## config.mk

```make
export PLATFORM = sky130hd
export DESIGN_NAME = mode_register_config_flat
export DESIGN_NICKNAME = d
export VERILOG_FILES = /design/src/shared/mode_cfg_pkg.sv /design/src/shared/mode_link_if.sv /design/src/mode_register_config.sv /design/src/flat_wrapper.sv
export SDC_FILE = /design/constraint.sdc
export NUM_CORES = 1
export LEC_CHECK = 0
export ABC_AREA = 1
export BUFFER_PORTS_ARGS = -buffer_cell sky130_fd_sc_hd__buf_2
export CAP_MARGIN = 20
export CELL_PAD_IN_SITES_DETAIL_PLACEMENT = 1
export CELL_PAD_IN_SITES_GLOBAL_PLACEMENT = 2
export CORE_MARGIN = 1
export CORE_UTILIZATION = 33
export DETAILED_ROUTE_END_ITERATION = 8
export PLACE_DENSITY = 0.91
export SLEW_MARGIN = 10
export SYNTH_ARGS = -nofsm -noshare
export SYNTH_HDL_FRONTEND = slang
export SYNTH_SLANG_ARGS = --single-unit
```

## constraint.sdc

```tcl
create_clock -name clk_i -period 3 [get_ports clk_i]
set_input_delay 0.3 -clock clk_i [delete_from_list [all_inputs] [get_ports clk_i]]
set_output_delay 0.3 -clock clk_i [all_outputs]
set_load 0.01 [all_outputs]
```

## src/shared/mode_cfg_pkg.sv

```systemverilog
// Package: mode register layout, command codes and timing constants
package mode_cfg_pkg;
  localparam int MODE_W = 19;
  localparam int ADDR_W = 22;
  localparam int BANK_W = 3;
  localparam int LAT_W = 4;
  // Mode register field positions
  localparam int CFG_LSB = 0;
  localparam int BURST_LSB = 3;
  localparam int SPLIT_BIT = 5;
  localparam int UNUSED_BIT = 6;
  localparam int DLL_BIT = 7;
  localparam int IMP_BIT = 8;
  localparam int ODT_BIT = 9;
  localparam int ZERO_LSB = 10;
  localparam int ZERO_MSB = 18;
  // Controller register offsets on the Wishbone side
  localparam logic [3:0] MODE_OFS = 4'h0;
  localparam logic [3:0] STAT_OFS = 4'h4;
  // Value after reset: every field at its default
  localparam logic [18:0] MODE_RESET = 19'h00000;
  // DLL relock wait before a read
  localparam int DLL_LOCK_CLOCKS = 1024;
  // Mode command interval, in command clocks
  localparam int MODE_CMD_GAP = 6;
  // Burst length codes
  localparam logic [1:0] BURST_2 = 2'h0;
  localparam logic [1:0] BURST_4 = 2'h1;
  localparam logic [1:0] BURST_8 = 2'h2;
  // Command codes on the link
  typedef enum logic [1:0] {
    CMD_NOP,
    CMD_MODE_WRITE,
    CMD_READ,
    CMD_WRITE
  } cmd_t;
endpackage

```

## src/shared/mode_link_if.sv

```systemverilog
// Interface: command and address pins between controller and memory
`timescale 1ns/1ps
interface mode_link_if;
  mode_cfg_pkg::cmd_t cmd;
  logic [21:0] addr;
  logic [2:0] bank_select;
  modport ctrl (output cmd, output addr, output bank_select);
  modport mem (input cmd, input addr, input bank_select);
endinterface

```

## src/mode_register_config.sv

```systemverilog
// Memory side: mode register capture, decode and legality check
`timescale 1ns/1ps
module mode_register_config (
  input wire logic clk_i, // Command clock
  input wire logic rst_i, // Synchronous reset
  mode_link_if.mem link, // Command pins
  output logic [18:0] memory_mode_config_o, // Mode register
  output logic [3:0] row_cycle_clocks_o, // Row cycle time
  output logic [3:0] read_latency_clocks_o, // Read latency
  output logic [3:0] write_latency_clocks_o, // Write latency
  output logic [3:0] wr_rd_row_cycle_o, // Write then read gap
  output logic [3:0] burst_words_count_o, // Burst in words
  output logic address_split_select_o, // Split address mode
  output logic dll_enable_o, // DLL running
  output logic impedance_source_select_o, // External impedance
  output logic on_die_termination_enable_o, // Termination on
  output logic setting_illegal_o, // Reserved or illegal setting
  output logic read_allowed_o, // DLL locked, reads allowed
  output logic access_valid_o, // Read/write address complete
  output logic access_is_write_o, // Access is a write
  output logic [21:0] access_addr_o, // Assembled address
  output logic [2:0] access_bank_o // Bank of the access
);
  typedef enum {IDLE, MODE_SECOND, ACC_SECOND} beat_t;
  beat_t state_reg;
  logic [18:0] mode_reg;
  logic [18:0] mode_next;
  logic [21:0] first_address_beat_reg;
  logic [2:0] bank_reg;
  logic write_reg;
  logic [10:0] lock_cnt_reg;
  logic split;
  logic [2:0] cfg;
  logic [3:0] base_rl;
  logic [3:0] row_c;
  logic reserved;

  // Register bit positions used by the image builder
  localparam int DLL_IDX = mode_cfg_pkg::DLL_BIT;
  localparam int IMP_IDX = mode_cfg_pkg::IMP_BIT;
  localparam int ODT_IDX = mode_cfg_pkg::ODT_BIT;

  // Latency table lookup: row cycle and read latency
  function automatic logic [7:0] lat_lookup(input logic [2:0] code);
    case (code)
      3'h0, 3'h1: lat_lookup = {4'h4, 4'h5};
      3'h2: lat_lookup = {4'h6, 4'h7};
      3'h3: lat_lookup = {4'h8, 4'h9};
      3'h4: lat_lookup = {4'h3, 4'h4};
      3'h5: lat_lookup = {4'h5, 4'h6};
      default: lat_lookup = 8'h00;
    endcase
  endfunction

  // Build a register image from one or two address beats
  function automatic logic [18:0] mode_image(
      input logic [21:0] ax, input logic [21:0] ay, input logic two);
    logic [18:0] m;
    m = ax[18:0];
    if (two) begin
      // Ay3,Ay4 -> M1,M2; Ay9 -> M7; Ay8 ignored
      m[2:1] = ay[4:3];
      m[4:3] = ax[4:3];
      m[DLL_IDX] = ay[9];
      m[IMP_IDX] = ax[8];
      m[ODT_IDX] = ax[9];
      m[5] = ax[5];
      m[18:10] = ax[18:10];
      m[0] = ax[0];
    end
    mode_image = m;
  endfunction

  assign split = mode_reg[mode_cfg_pkg::SPLIT_BIT];
  assign cfg = mode_reg[2:0];
  assign {row_c, base_rl} = lat_lookup(cfg);
  assign reserved = (cfg == 3'h6) || (cfg == 3'h7);

  // Beat sequencing for mode writes and split accesses
  always_ff @(posedge clk_i) begin
    if (rst_i) begin
      state_reg <= IDLE;
    end else begin
      case (state_reg)
        IDLE: begin
          if (split && link.cmd != mode_cfg_pkg::CMD_NOP) begin
            state_reg <= (link.cmd == mode_cfg_pkg::CMD_MODE_WRITE) ?
                         MODE_SECOND : ACC_SECOND;
          end
        end
        default: state_reg <= IDLE;
      endcase
    end
  end

  // First beat and bank capture
  always_ff @(posedge clk_i) begin
    if (rst_i) begin
      first_address_beat_reg <= 22'h000000;
      bank_reg <= 3'h0;
      write_reg <= 1'b0;
    end else if (state_reg == IDLE && link.cmd != mode_cfg_pkg::CMD_NOP) begin
      first_address_beat_reg <= link.addr;
      bank_reg <= link.bank_select;
      write_reg <= (link.cmd == mode_cfg_pkg::CMD_WRITE);
    end
  end

  // Mode register next value
  always_comb begin
    mode_next = mode_reg;
    if (state_reg == IDLE && !split &&
        link.cmd == mode_cfg_pkg::CMD_MODE_WRITE) begin
      mode_next = mode_image(link.addr, 22'h000000, 1'b0);
    end else if (state_reg == MODE_SECOND) begin
      mode_next = mode_image(first_address_beat_reg, link.addr, 1'b1);
    end
  end

  // Mode register storage
  always_ff @(posedge clk_i) begin
    if (rst_i) begin
      mode_reg <= mode_cfg_pkg::MODE_RESET;
    end else begin
      mode_reg <= mode_next;
    end
  end

  // DLL lock counter, restarted whenever the DLL is off
  always_ff @(posedge clk_i) begin
    if (rst_i) begin
      lock_cnt_reg <= 11'h000;
    end else if (!mode_reg[DLL_IDX]) begin
      lock_cnt_reg <= 11'h000;
    end else if (lock_cnt_reg != 11'(mode_cfg_pkg::DLL_LOCK_CLOCKS)) begin
      lock_cnt_reg <= lock_cnt_reg + 11'h001;
    end
  end

  // Decoded register outputs
  always_ff @(posedge clk_i) begin
    if (rst_i) begin
      row_cycle_clocks_o <= 4'h0;
      read_latency_clocks_o <= 4'h0;
      write_latency_clocks_o <= 4'h0;
      wr_rd_row_cycle_o <= 4'h0;
      burst_words_count_o <= 4'h2;
      setting_illegal_o <= 1'b0;
    end else begin
      row_cycle_clocks_o <= row_c;
      // Split mode adds one clock to both latencies
      read_latency_clocks_o <= base_rl + {3'h0, split};
      write_latency_clocks_o <= base_rl + {3'h0, split} + 4'h1;
      wr_rd_row_cycle_o <= (cfg == 3'h4) ? 4'h4 : row_c;
      case (mode_reg[4:3])
        mode_cfg_pkg::BURST_4: burst_words_count_o <= 4'h4;
        mode_cfg_pkg::BURST_8: burst_words_count_o <= 4'h8;
        default: burst_words_count_o <= 4'h2;
      endcase
      setting_illegal_o <= reserved || (mode_reg[4:3] == 2'h3) ||
        (mode_reg[4:3] == mode_cfg_pkg::BURST_8 &&
         (cfg == 3'h0 || cfg == 3'h1 || cfg == 3'h4)) ||
        (mode_reg[18:10] != 9'h000);
    end
  end

  // Assembled access strobe and address
  always_ff @(posedge clk_i) begin
    if (rst_i) begin
      access_valid_o <= 1'b0;
      access_is_write_o <= 1'b0;
      access_addr_o <= 22'h000000;
      access_bank_o <= 3'h0;
    end else if (state_reg == ACC_SECOND) begin
      access_valid_o <= 1'b1;
      access_is_write_o <= write_reg;
      access_addr_o <= first_address_beat_reg | link.addr;
      access_bank_o <= bank_reg;
    end else begin
      access_valid_o <= !split && (link.cmd == mode_cfg_pkg::CMD_READ ||
                                   link.cmd == mode_cfg_pkg::CMD_WRITE);
      access_is_write_o <= link.cmd == mode_cfg_pkg::CMD_WRITE;
      access_addr_o <= link.addr;
      access_bank_o <= link.bank_select;
    end
  end

  assign memory_mode_config_o = mode_reg;
  assign address_split_select_o = split;
  assign dll_enable_o = mode_reg[DLL_IDX];
  assign impedance_source_select_o = mode_reg[IMP_IDX];
  assign on_die_termination_enable_o = mode_reg[ODT_IDX];
  assign read_allowed_o =
    lock_cnt_reg == 11'(mode_cfg_pkg::DLL_LOCK_CLOCKS);
endmodule

```

## src/flat_wrapper.sv

```systemverilog
// flat-port wrapper written by rule: the top's interface ports become plain ports
module mode_register_config_flat 
  (clk_i, rst_i, memory_mode_config_o, row_cycle_clocks_o, read_latency_clocks_o, write_latency_clocks_o, wr_rd_row_cycle_o, burst_words_count_o, address_split_select_o, dll_enable_o, impedance_source_select_o, on_die_termination_enable_o, setting_illegal_o, read_allowed_o, access_valid_o, access_is_write_o, access_addr_o, access_bank_o, link_cmd, link_addr, link_bank_select);
  mode_link_if link_i ();
  input wire logic clk_i;
  input wire logic rst_i;
  output logic [18:0] memory_mode_config_o;
  output logic [3:0] row_cycle_clocks_o;
  output logic [3:0] read_latency_clocks_o;
  output logic [3:0] write_latency_clocks_o;
  output logic [3:0] wr_rd_row_cycle_o;
  output logic [3:0] burst_words_count_o;
  output logic address_split_select_o;
  output logic dll_enable_o;
  output logic impedance_source_select_o;
  output logic on_die_termination_enable_o;
  output logic setting_illegal_o;
  output logic read_allowed_o;
  output logic access_valid_o;
  output logic access_is_write_o;
  output logic [21:0] access_addr_o;
  output logic [2:0] access_bank_o;
  input wire logic [$bits(link_i.cmd)-1:0] link_cmd;
  input wire logic [$bits(link_i.addr)-1:0] link_addr;
  input wire logic [$bits(link_i.bank_select)-1:0] link_bank_select;
  assign link_i.cmd = link_cmd;
  assign link_i.addr = link_addr;
  assign link_i.bank_select = link_bank_select;
  mode_register_config u_core (.clk_i(clk_i), .rst_i(rst_i), .link(link_i), .memory_mode_config_o(memory_mode_config_o), .row_cycle_clocks_o(row_cycle_clocks_o), .read_latency_clocks_o(read_latency_clocks_o), .write_latency_clocks_o(write_latency_clocks_o), .wr_rd_row_cycle_o(wr_rd_row_cycle_o), .burst_words_count_o(burst_words_count_o), .address_split_select_o(address_split_select_o), .dll_enable_o(dll_enable_o), .impedance_source_select_o(impedance_source_select_o), .on_die_termination_enable_o(on_die_termination_enable_o), .setting_illegal_o(setting_illegal_o), .read_allowed_o(read_allowed_o), .access_valid_o(access_valid_o), .access_is_write_o(access_is_write_o), .access_addr_o(access_addr_o), .access_bank_o(access_bank_o));
endmodule
```

=== After elaboration in Yosys (flattened, before gate mapping) ===
Index checks and enable logic that the tools add are counted.

* $add $sub $neg: 3
* Multipliers: 0
* Div/mod/pow operators: 0
* $lt $le $gt $ge: 0
* Eq/ne operators: 17
* Shifts and indexed selects: 0
* Multiplexer cells: 10
* Bitwise gates (word level): 3
* Reductions and logical operators: 24

{| class="wikitable"
|+ Operator list
! kind !! number
|-
| 32-bit logical NOT || 2
|-
| 8-bit one-hot mux with 5 select lines || 1
|-
| 19-bit 2-to-1 mux || 2
|-
| 32-bit by 2-bit == test with 1-bit output (second input constant) || 1
|-
| 32-bit by 3-bit == test with 1-bit output (second input constant) || 1
|-
| 22-bit 2-to-1 mux || 1
|-
| 22-bit OR || 1
|-
| 3-bit == test (second input constant) || 4
|-
| 11-bit by 1-bit adder with 11-bit output (second input constant) || 1
|-
| 11-bit == test (second input constant) || 1
|-
| 11-bit inequality test (second input constant) || 1
|-
| 9-bit nonzero test || 1
|-
| 2-bit == test (second input constant) || 4
|-
| 4-bit one-hot mux with 2 select lines || 1
|-
| 2-bit OR reduction || 4
|-
| 1-bit logical OR || 7
|-
| 3-bit by 2-bit == test with 1-bit output (second input constant) || 2
|-
| 1-bit logical AND || 6
|-
| 3-bit 2-to-1 mux || 2
|-
| 4-bit by 1-bit adder with 4-bit output || 1
|-
| 4-bit by 1-bit adder with 4-bit output (second input constant) || 1
|-
| 2-bit by 1-bit == test with 1-bit output (second input constant) || 2
|-
| 2-bit nonzero test || 2
|-
| 3-bit by 1-bit == test with 1-bit output (second input constant) || 1
|-
| 5 further kinds || 7
|}

* Register bits after elaboration: 136
* Bits in latches: 0
* Bits in writable memories: 0
* Memory bits (read-only): 0
* Input bits: 29
* Output and inout bits: 72
* Memories kept: 0

=== Logic depth before layout (Yosys ltp) ===
Gate-level depths: netlist of the first run.

* Depth in word-level cells: 6
* Mapped depth: 12
* Mapped depth without buffers: 11

=== Least setup slack after synthesis of the first run ===
Ideal clock, no wire load.

* Path type: reg-to-reg
* Start: register u_core.mode_reg[2], in the netlist u_core.memory_mode_config_o[2]
* End: register u_core.write_latency_clocks_o[2]
* Arrival: 1.410 ns
* Slack: 1.470 ns
* Stages on the path, launching flop included: 8
* Buffers on the path: 0
* Path through: dfxtp_1 -> inv_1 -> ha_1 -> ha_1 -> ha_1 -> inv_1 -> o21ai_0 -> a21oi_1

* Cells in the longest elaborated chain, start to end: 5
* Elaborated cells between the ends (all ways): 10
* Classes of those cells: 2 x add/sub; 5 x eq/ne; 1 x mux; 2 x reduce/logical

{| class="wikitable"
|+ RTL lines
! what !! line !! source
|-
| start, declared || mode_register_config.sv:26 || <nowiki>logic [18:0] mode_reg;</nowiki>
|-
| start signal, assigned || mode_register_config.sv:123 || <nowiki>mode_reg <= mode_cfg_pkg::MODE_RESET;</nowiki>
|-
| start signal, assigned || mode_register_config.sv:125 || <nowiki>mode_reg <= mode_next;</nowiki>
|-
| 3-bit by 1-bit == test with 1-bit output / 3-bit logical NOT (equally long branches) || mode_register_config.sv:45 || <nowiki>case (code)</nowiki>
|-
| 2-bit OR reduction || mode_register_config.sv:45 ||
|-
| 8-bit one-hot mux with 5 select lines (*) || mode_register_config.sv:45 ||
|-
| 4-bit by 1-bit adder with 4-bit output (*) (2 in series) || mode_register_config.sv:153 || <nowiki>write_latency_clocks_o <= base_rl + {3'h0, split} + 4'h1;</nowiki>
|-
| end signal, assigned || mode_register_config.sv:153 ||
|-
| end, declared || mode_register_config.sv:10 || <nowiki>output logic [3:0] write_latency_clocks_o,</nowiki>
|}

Mark *: on every way between the ends. The rest lies on a longest branch, timed or not.
A chain may end at the register's enable or synchronous reset.

=== Final worst setup path of the first run ===
* Start: register u_core.mode_reg[5], in the netlist u_core.memory_mode_config_o[5]
* End: register u_core.mode_reg[14], in the netlist u_core.memory_mode_config_o[14]

* Cells in the longest elaborated chain, start to end: 4
* Elaborated cells between the ends (all ways): 5
* Classes of those cells: 1 x mux; 4 x reduce/logical

{| class="wikitable"
|+ RTL lines
! what !! line !! source
|-
| 1-bit logical NOT (*) || mode_register_config.sv:112 || <nowiki>if (state_reg == IDLE && !split &&</nowiki>
|-
| 1-bit logical AND (*) (2 in series) || mode_register_config.sv:112 ||
|-
| 19-bit 2-to-1 mux / 2-bit nonzero test (equally long branches) || - ||
|}

Marks and branches as above.

==> impl_results.md, run 1 <==
- Status: finished clean
- Synth Warn #: 0
- Initial antenna violation count: 0
- VDD IR max: 0.284 mV
- Async S/R FF share, synth: 0
- # clock sinks: 105
- Die Ht: 115 um
- Share of post-route cells with drive strength above 1: 0.252
- Leak Pwr: 2.34 nW
- Tightest Pin Transition: 765 ps
- DIE AREA: 13,300 um^2
- First-pass GRT wire length: 18,300 um
- Worst-case clock buffer depth: 2
- Vias in the first global route: 3,677
- Worst path required time: 3280 ps
- Layout Skew: 6.50 ps
- Number of synthesized register bits: 105
- Crit-path max FO: 21
- DR vias: 3,749
- Area Overhead vs Synth: 19.6%
- Port bufs: 99
- Most common cell after layout, fill and taps aside: dfxtp_1
- Pins Over Slew Limit: 0
- DRC violations left: 0
- Most frequent cells in the layout: dfxtp_1, buf_2, nand2_1
- Primary FF master, synth: dfxtp_1
- FMAX: 548 MHz
- Hpwl dp: 7910 um
- Setup violators final: 0
- CTS buffer count: 9
- FP Rows: 41
- Io pins: 101
- Power Density: 627 nW/um^2
- Largest net degree at the start of global routing: 45
- Post-Syn Nets: 567
- Total GRT Usage: 0.180
- Setup CP Type: reg2reg
- Cells after Synth: 530
- Netlist cell types: 34
- Worst Setup Start Kind: flip-flop
- Routability cong.: 0.762
- Mean post-synth cell area: 8.01 um^2
- Die Wd: 115 um
- RSZ-0062 raised after global routing: false
- Clock root buffer: clkbuf_16
- Setup TNS: 0 ps
- Gr ovfl total: 0
- Number of flops mapped to enable cells by yosys: 0
- TritonCTS clock tree: built
- Max Cap Viol: 0
- Min Tclk post-route: 1820 ps
- Max_slew headroom: 0.489
- Seq/Total Area, Yosys: 0.495
- Hold buffers post-CTS: 0
- Final net count: 650
- Clock Pin Slew Worst Setup and Hold Paths: 70 ps
- Min-delay worst type: in2reg
- Clock Latency Late Sink: 350 ps
- Final hold vios: 0
- Vias per cell: 4.76
- Initial DRC Count: 133
- H-tree levels: 3
- Final wirelength: 11,400 um
- Final ANT Viol Nets: 0
- Min Hold Slack: 194 ps
- Tcrit/Tclk final: 0.608
- Utilization after layout: 0.404
- Crit path DAT: 2100 ps
- Avg WL per Cell: 14.5 um
- Filler cell count: 1,593
- Router iterations before antenna repair: 4
- R2R Setup Slk: 1180 ps
- # Post-CTS Setup Buffers: 0
- Post-CTS sizing: 0
- Worst setup EP type: flip-flop
- Ant. Diodes: 0
- Initial Util: 0.338
- Synthesized area: 4250 um^2
- Core ar.: 12,600 um^2
power breakdown:
part / switching [mW] / internal [mW] / leakage (nW)
registers: 0.0555 / 1.49 / 0.868
clock network: 0.505 / 0.740 / 0.147
logic: 0.249 / 0.143 / 1.33
per-stage QoR:
step | worst slack (ps) | std cells | instance area (um^2) | total power [mW]
floorplan | 1470 | 530 | 4250 | 1.83
global placement | 1220 | 774 | 4770 | 1.95
detailed placement | 1170 | 774 | 4770 | 1.97
CTS | 1120 | 787 | 5080 | 3.22
global route | 997 | 787 | 5080 | 3.33
finish | 1180 | 787 | 5080 | 3.18
Yosys cell counts, types with 3 or more instances:
cell type / count / share of area
nor2_1: 75 / 0.066
buf_4: 6 / 0.011
o21ai_0: 46 / 0.054
a21oi_2: 22 / 0.045
buf_2: 10 / 0.012
nor3_1: 3 / 0.0035
nand2_1: 83 / 0.073
ha_1: 8 / 0.024
nand4_1: 3 / 0.0044
inv_2: 6 / 0.0053
buf_6: 5 / 0.013
a21oi_1: 43 / 0.051
nor2_4: 3 / 0.0080
clkbuf_1: 4 / 0.0035
o21ai_1: 9 / 0.011
nand3_1: 21 / 0.025
dfxtp_1: 105 / 0.49
inv_1: 56 / 0.049
critical path: stages (launching register included):
cell and delay, ps:
dfxtp_1 420, inv_1 210, nand3_2 430, inv_2 430
o21ai_1 130, nor2_1 120
cells by family (layout without fill, tap and decap cells):
logic type,Yosys count,after routing,share of synthesized area
AO/OA/AOI/OAI,127,127,0.176
XOR/XNOR,2,2,0.00413
adder cells (fa/ha/maj),8,8,0.0236
buffers and inverters,93,178,0.108
flip-flops,105,105,0.495
other,1,1,0.000883
AND/OR/NAND/NOR,194,194,0.192
worst paths after layout:
check / startpoint / cells past startpoint / endpoint
max: u_core.memory_mode_config_o[5]$_SDFFE_PP0P_ / 5 / u_core.memory_mode_config_o[14]$_SDFFE_PP0P_
min: link_bank_select[2] / 3 / u_core.bank_reg[2]$_SDFFE_PP0P_
max reg2reg: u_core.memory_mode_config_o[5]$_SDFFE_PP0P_ / 5 / u_core.memory_mode_config_o[14]$_SDFFE_PP0P_
min reg2reg: u_core.first_address_beat_reg[20]$_SDFFE_PP0P_ / 2 / u_core.access_addr_o[20]$_SDFF_PP0_
layer usage:
| layer | GRT usage | routed length [um] | up-vias |
|---|---|---|---|
| li1 | - | - | 1844 |
| met1 | 0.232 | 5330 | 1806 |
| met2 | 0.296 | 5360 | 80 |
| met3 | 0.0314 | 443 | 19 |
| met4 | 0.0814 | 249 | 0 |
| met5 | 0 | 0 | - |
area by class of cell:
cell class              instances  area [um^2]  share of cell area
flip-flops and latches        105         2100               0.414
multi-input cells             332         1690               0.332
repair buffers                102          531               0.104
clock buffers                  10          239              0.0470
inverters                      63          239              0.0470
well taps                     172          215              0.0424
clock inverters                 3         67.6              0.0133
Power figures use the tool's default switching activity.
==> run 2, diff against run 1 <==
--- a/config.mk
+++ b/config.mk
@@ -11,9 +11,9 @@
 export CELL_PAD_IN_SITES_DETAIL_PLACEMENT = 1
 export CELL_PAD_IN_SITES_GLOBAL_PLACEMENT = 2
 export CORE_MARGIN = 1
-export CORE_UTILIZATION = 33
+export CORE_UTILIZATION = 30
 export DETAILED_ROUTE_END_ITERATION = 8
-export PLACE_DENSITY = 0.91
+export PLACE_DENSITY = 0.84
 export SLEW_MARGIN = 10
 export SYNTH_ARGS = -nofsm -noshare
 export SYNTH_HDL_FRONTEND = slang
==> constraint.sdc (replaced) <==
create_clock -name clk_i -period 1.7 [get_ports clk_i]
set_input_delay 0.17 -clock clk_i [delete_from_list [all_inputs] [get_ports clk_i]]
set_output_delay 0.17 -clock clk_i [all_outputs]
set_load 0.01 [all_outputs]
==> impl_results.md, run 2 (synthesis results as in run 1) <==
- FMAX: 640 MHz (+17%)
- Most frequent cells in the layout: dfxtp_1, buf_2, nand2_1
- Die Ht: 121 um (+4.8%)
- Largest net degree at the start of global routing: 50 (+11%)
- Post-Layout Cell Count: 809 (+2.8%)
- CP peak stage delay: 390 ps (-40 ps)
- Reg2reg path depth: 7 (+2)
- Buf/Inv on CP: 2 (unchanged)
- Share of post-route cells with drive strength above 1: 0.277 (+0.0246)
- Gr ovfl total: 0 (unchanged)
- DRC violations left: 0 (unchanged)
- Min-delay worst type: in2reg
- Die Wd: 121 um (+4.8%)
- Crit-path max FO: 6 (-71%)
- Final net count: 662 (+1.8%)
- Capture point of the critical path: u_core.write_latency_clocks_o[2]$_SDFF_PP0_
- R2R Setup Slk: 140 ps (-1040 ps)
- First-pass GRT wire length: 19,000 um (+3.7%)
- Worst Setup Start Kind: flip-flop
- Worst setup EP type: flip-flop
- RR Endpoint: u_core.write_latency_clocks_o[2]$_SDFF_PP0_
- Leak Pwr: 2.41 nW (+2.9%)
- Clock root buffer: clkbuf_16
- Tcrit/Tclk final: 0.918 (+0.310)
- CP startpoint: u_core.memory_mode_config_o[2]$_SDFFE_PP0P_
- FP Rows: 43 (+4.9%)
- VDD IR max: 0.469 mV (+65%)
- Total GRT Usage: 0.170 (-0.00981)
- Area Overhead vs Synth: 22.6%
- Vias per cell: 4.57 (-4.1%)
- Setup violators final: 0 (unchanged)
- Final wirelength: 11,600 um (+2.2%)
- Pins Over Slew Limit: 0 (unchanged)
- Hold buffers post-CTS: 0 (unchanged)
- Most common cell after layout, fill and taps aside: dfxtp_1
- DR vias: 3,694 (-1.5%)
- H-tree levels: 3 (unchanged)
- # placed instances: 793 (+2.5%)
- Clock Latency Late Sink: 360 ps (about the same)
- R2R Path Start: u_core.memory_mode_config_o[2]$_SDFFE_PP0P_
- DIE AREA: 14,600 um^2 (+9.8%)
- Final hold vios: 0 (unchanged)
- Levels on crit path: 7 (+2)
- Worst path required time: 1940 ps (-1340 ps)
- TritonCTS clock tree: built
- Family with the most delay on the worst path: adder cells
- Layout Skew: 5.00 ps (-1.51 ps)
- Setup CP Type: reg2reg
- Vias in the first global route: 3,829 (+4.1%)
- Core ar.: 13,800 um^2 (+10%)
- Power Density: 1070 nW/um^2 (+71%)
- Cell Chain, Critical Path: inv_1, ha_1, ha_1, ha_1, inv_1, o21ai_0, a21oi_1
- Status: finished clean
- Worst-case clock buffer depth: 2 (unchanged)
- Post-DP Area: 4880 um^2 (+2.2%)
- Final ANT Viol Nets: 0 (unchanged)
- Initial antenna violation count: 0 (unchanged)
- Crit path DAT: 1800 ps (-300 ps)
- Utilization after layout: 0.376 (-0.0277)
- Min Hold Slack: 52.0 ps (-142 ps)
- RSZ-0062 raised after global routing: false
- Clock Pin Slew Worst Setup and Hold Paths: 70 ps (about the same)
- Min Tclk post-route: 1560 ps (-263 ps)
- Avg WL per Cell: 14.4 um (-0.55%)
- Total Power: 5.59 mW (+76%)
- Post-route cell area: 5200 um^2 (+2.5%)
- Setup TNS: 0 ps (unchanged)
- # clock sinks: 105 (unchanged)
- Port bufs: 99 (unchanged)
- Io pins: 101 (unchanged)
- Router iterations before antenna repair: 6 (+2)
- Place WS: 92.2 ps (-1080 ps)
- Initial Util: 0.307 (-0.0308)
- Initial DRC Count: 134 (+0.75%)
- CTS buffer count: 9 (unchanged)
- Ant. Diodes: 0 (unchanged)
- Routability cong.: 0.778 (+2.0%)
- Setup WS post-layout: 139 ps (-1040 ps)
- Most common cell on crit path: ha_1
- Hpwl dp: 8280 um (+4.7%)
- Max Cap Viol: 0 (unchanged)
- CP max-delay cell: dfxtp_2
## run 2: changes by cell type in the layout (fill, tap and decap cells not counted), sizes merged
cell	previous run	this run
buf	102	114
clkbuf	10	13
bufinv	2	1
## run 2: cell type report
class	instances	area (um^2)
sequential	105	2110
clock buffer	13	260
inverter	63	239
clock inverter	2	37.5
fill	1711	8620
multi-input combinational	332	1700
timing repair buffer	114	633
tap	180	225
## run 2: worst register-to-register path: stages (launching register included)
cell	delay (ps)
dfxtp_2	390
inv_1	90
ha_1	210
ha_1	330
ha_1	150
inv_1	50
o21ai_0	180
a21oi_1	60
## run 2: worst min path at each step
stage,startpoint,endpoint,slack (ps),depth (start not counted)
finish,link_addr[13],u_core.memory_mode_config_o[13]$_SDFFE_PP0P_,50,3
detailed placement,link_bank_select[1],u_core.bank_reg[1]$_SDFFE_PP0P_,420,3
global route,link_addr[3],u_core.memory_mode_config_o[3]$_SDFFE_PP0P_,60,3
global placement,link_bank_select[2],u_core.bank_reg[2]$_SDFFE_PP0P_,410,3
CTS,link_addr[15],u_core.memory_mode_config_o[15]$_SDFFE_PP0P_,40,3
floorplan,link_cmd[0],u_core.state_reg[0]$_SDFFE_PP0P_,300,2
## run 2: metal layers
metal | global-route usage | share of wire | vias up
li1 | - | - | 1866
met1 | 0.207 | 0.47 | 1738
met2 | 0.283 | 0.46 | 72
met3 | 0.0367 | 0.042 | 18
met4 | 0.0872 | 0.025 | 0
met5 | 0 | 0 | -
## run 2: report_power, final
part / internal [mW] / switching, mW / leakage [nW]
clock network: 1.22 / 0.919 / 0.142
registers: 2.63 / 0.0924 / 0.869
logic: 0.277 / 0.452 / 1.40
total: 4.12 / 1.46 / 2.41
## run 2: what timing repair did
item | CTS | global route
gates resized for setup | 1 | 7
setup buffers | 0 | 1
pin swaps | 0 | 2
cloned | 0 | 0
hold endpoints to repair | 0 | 0
setup endpoints to repair | 1 | 3
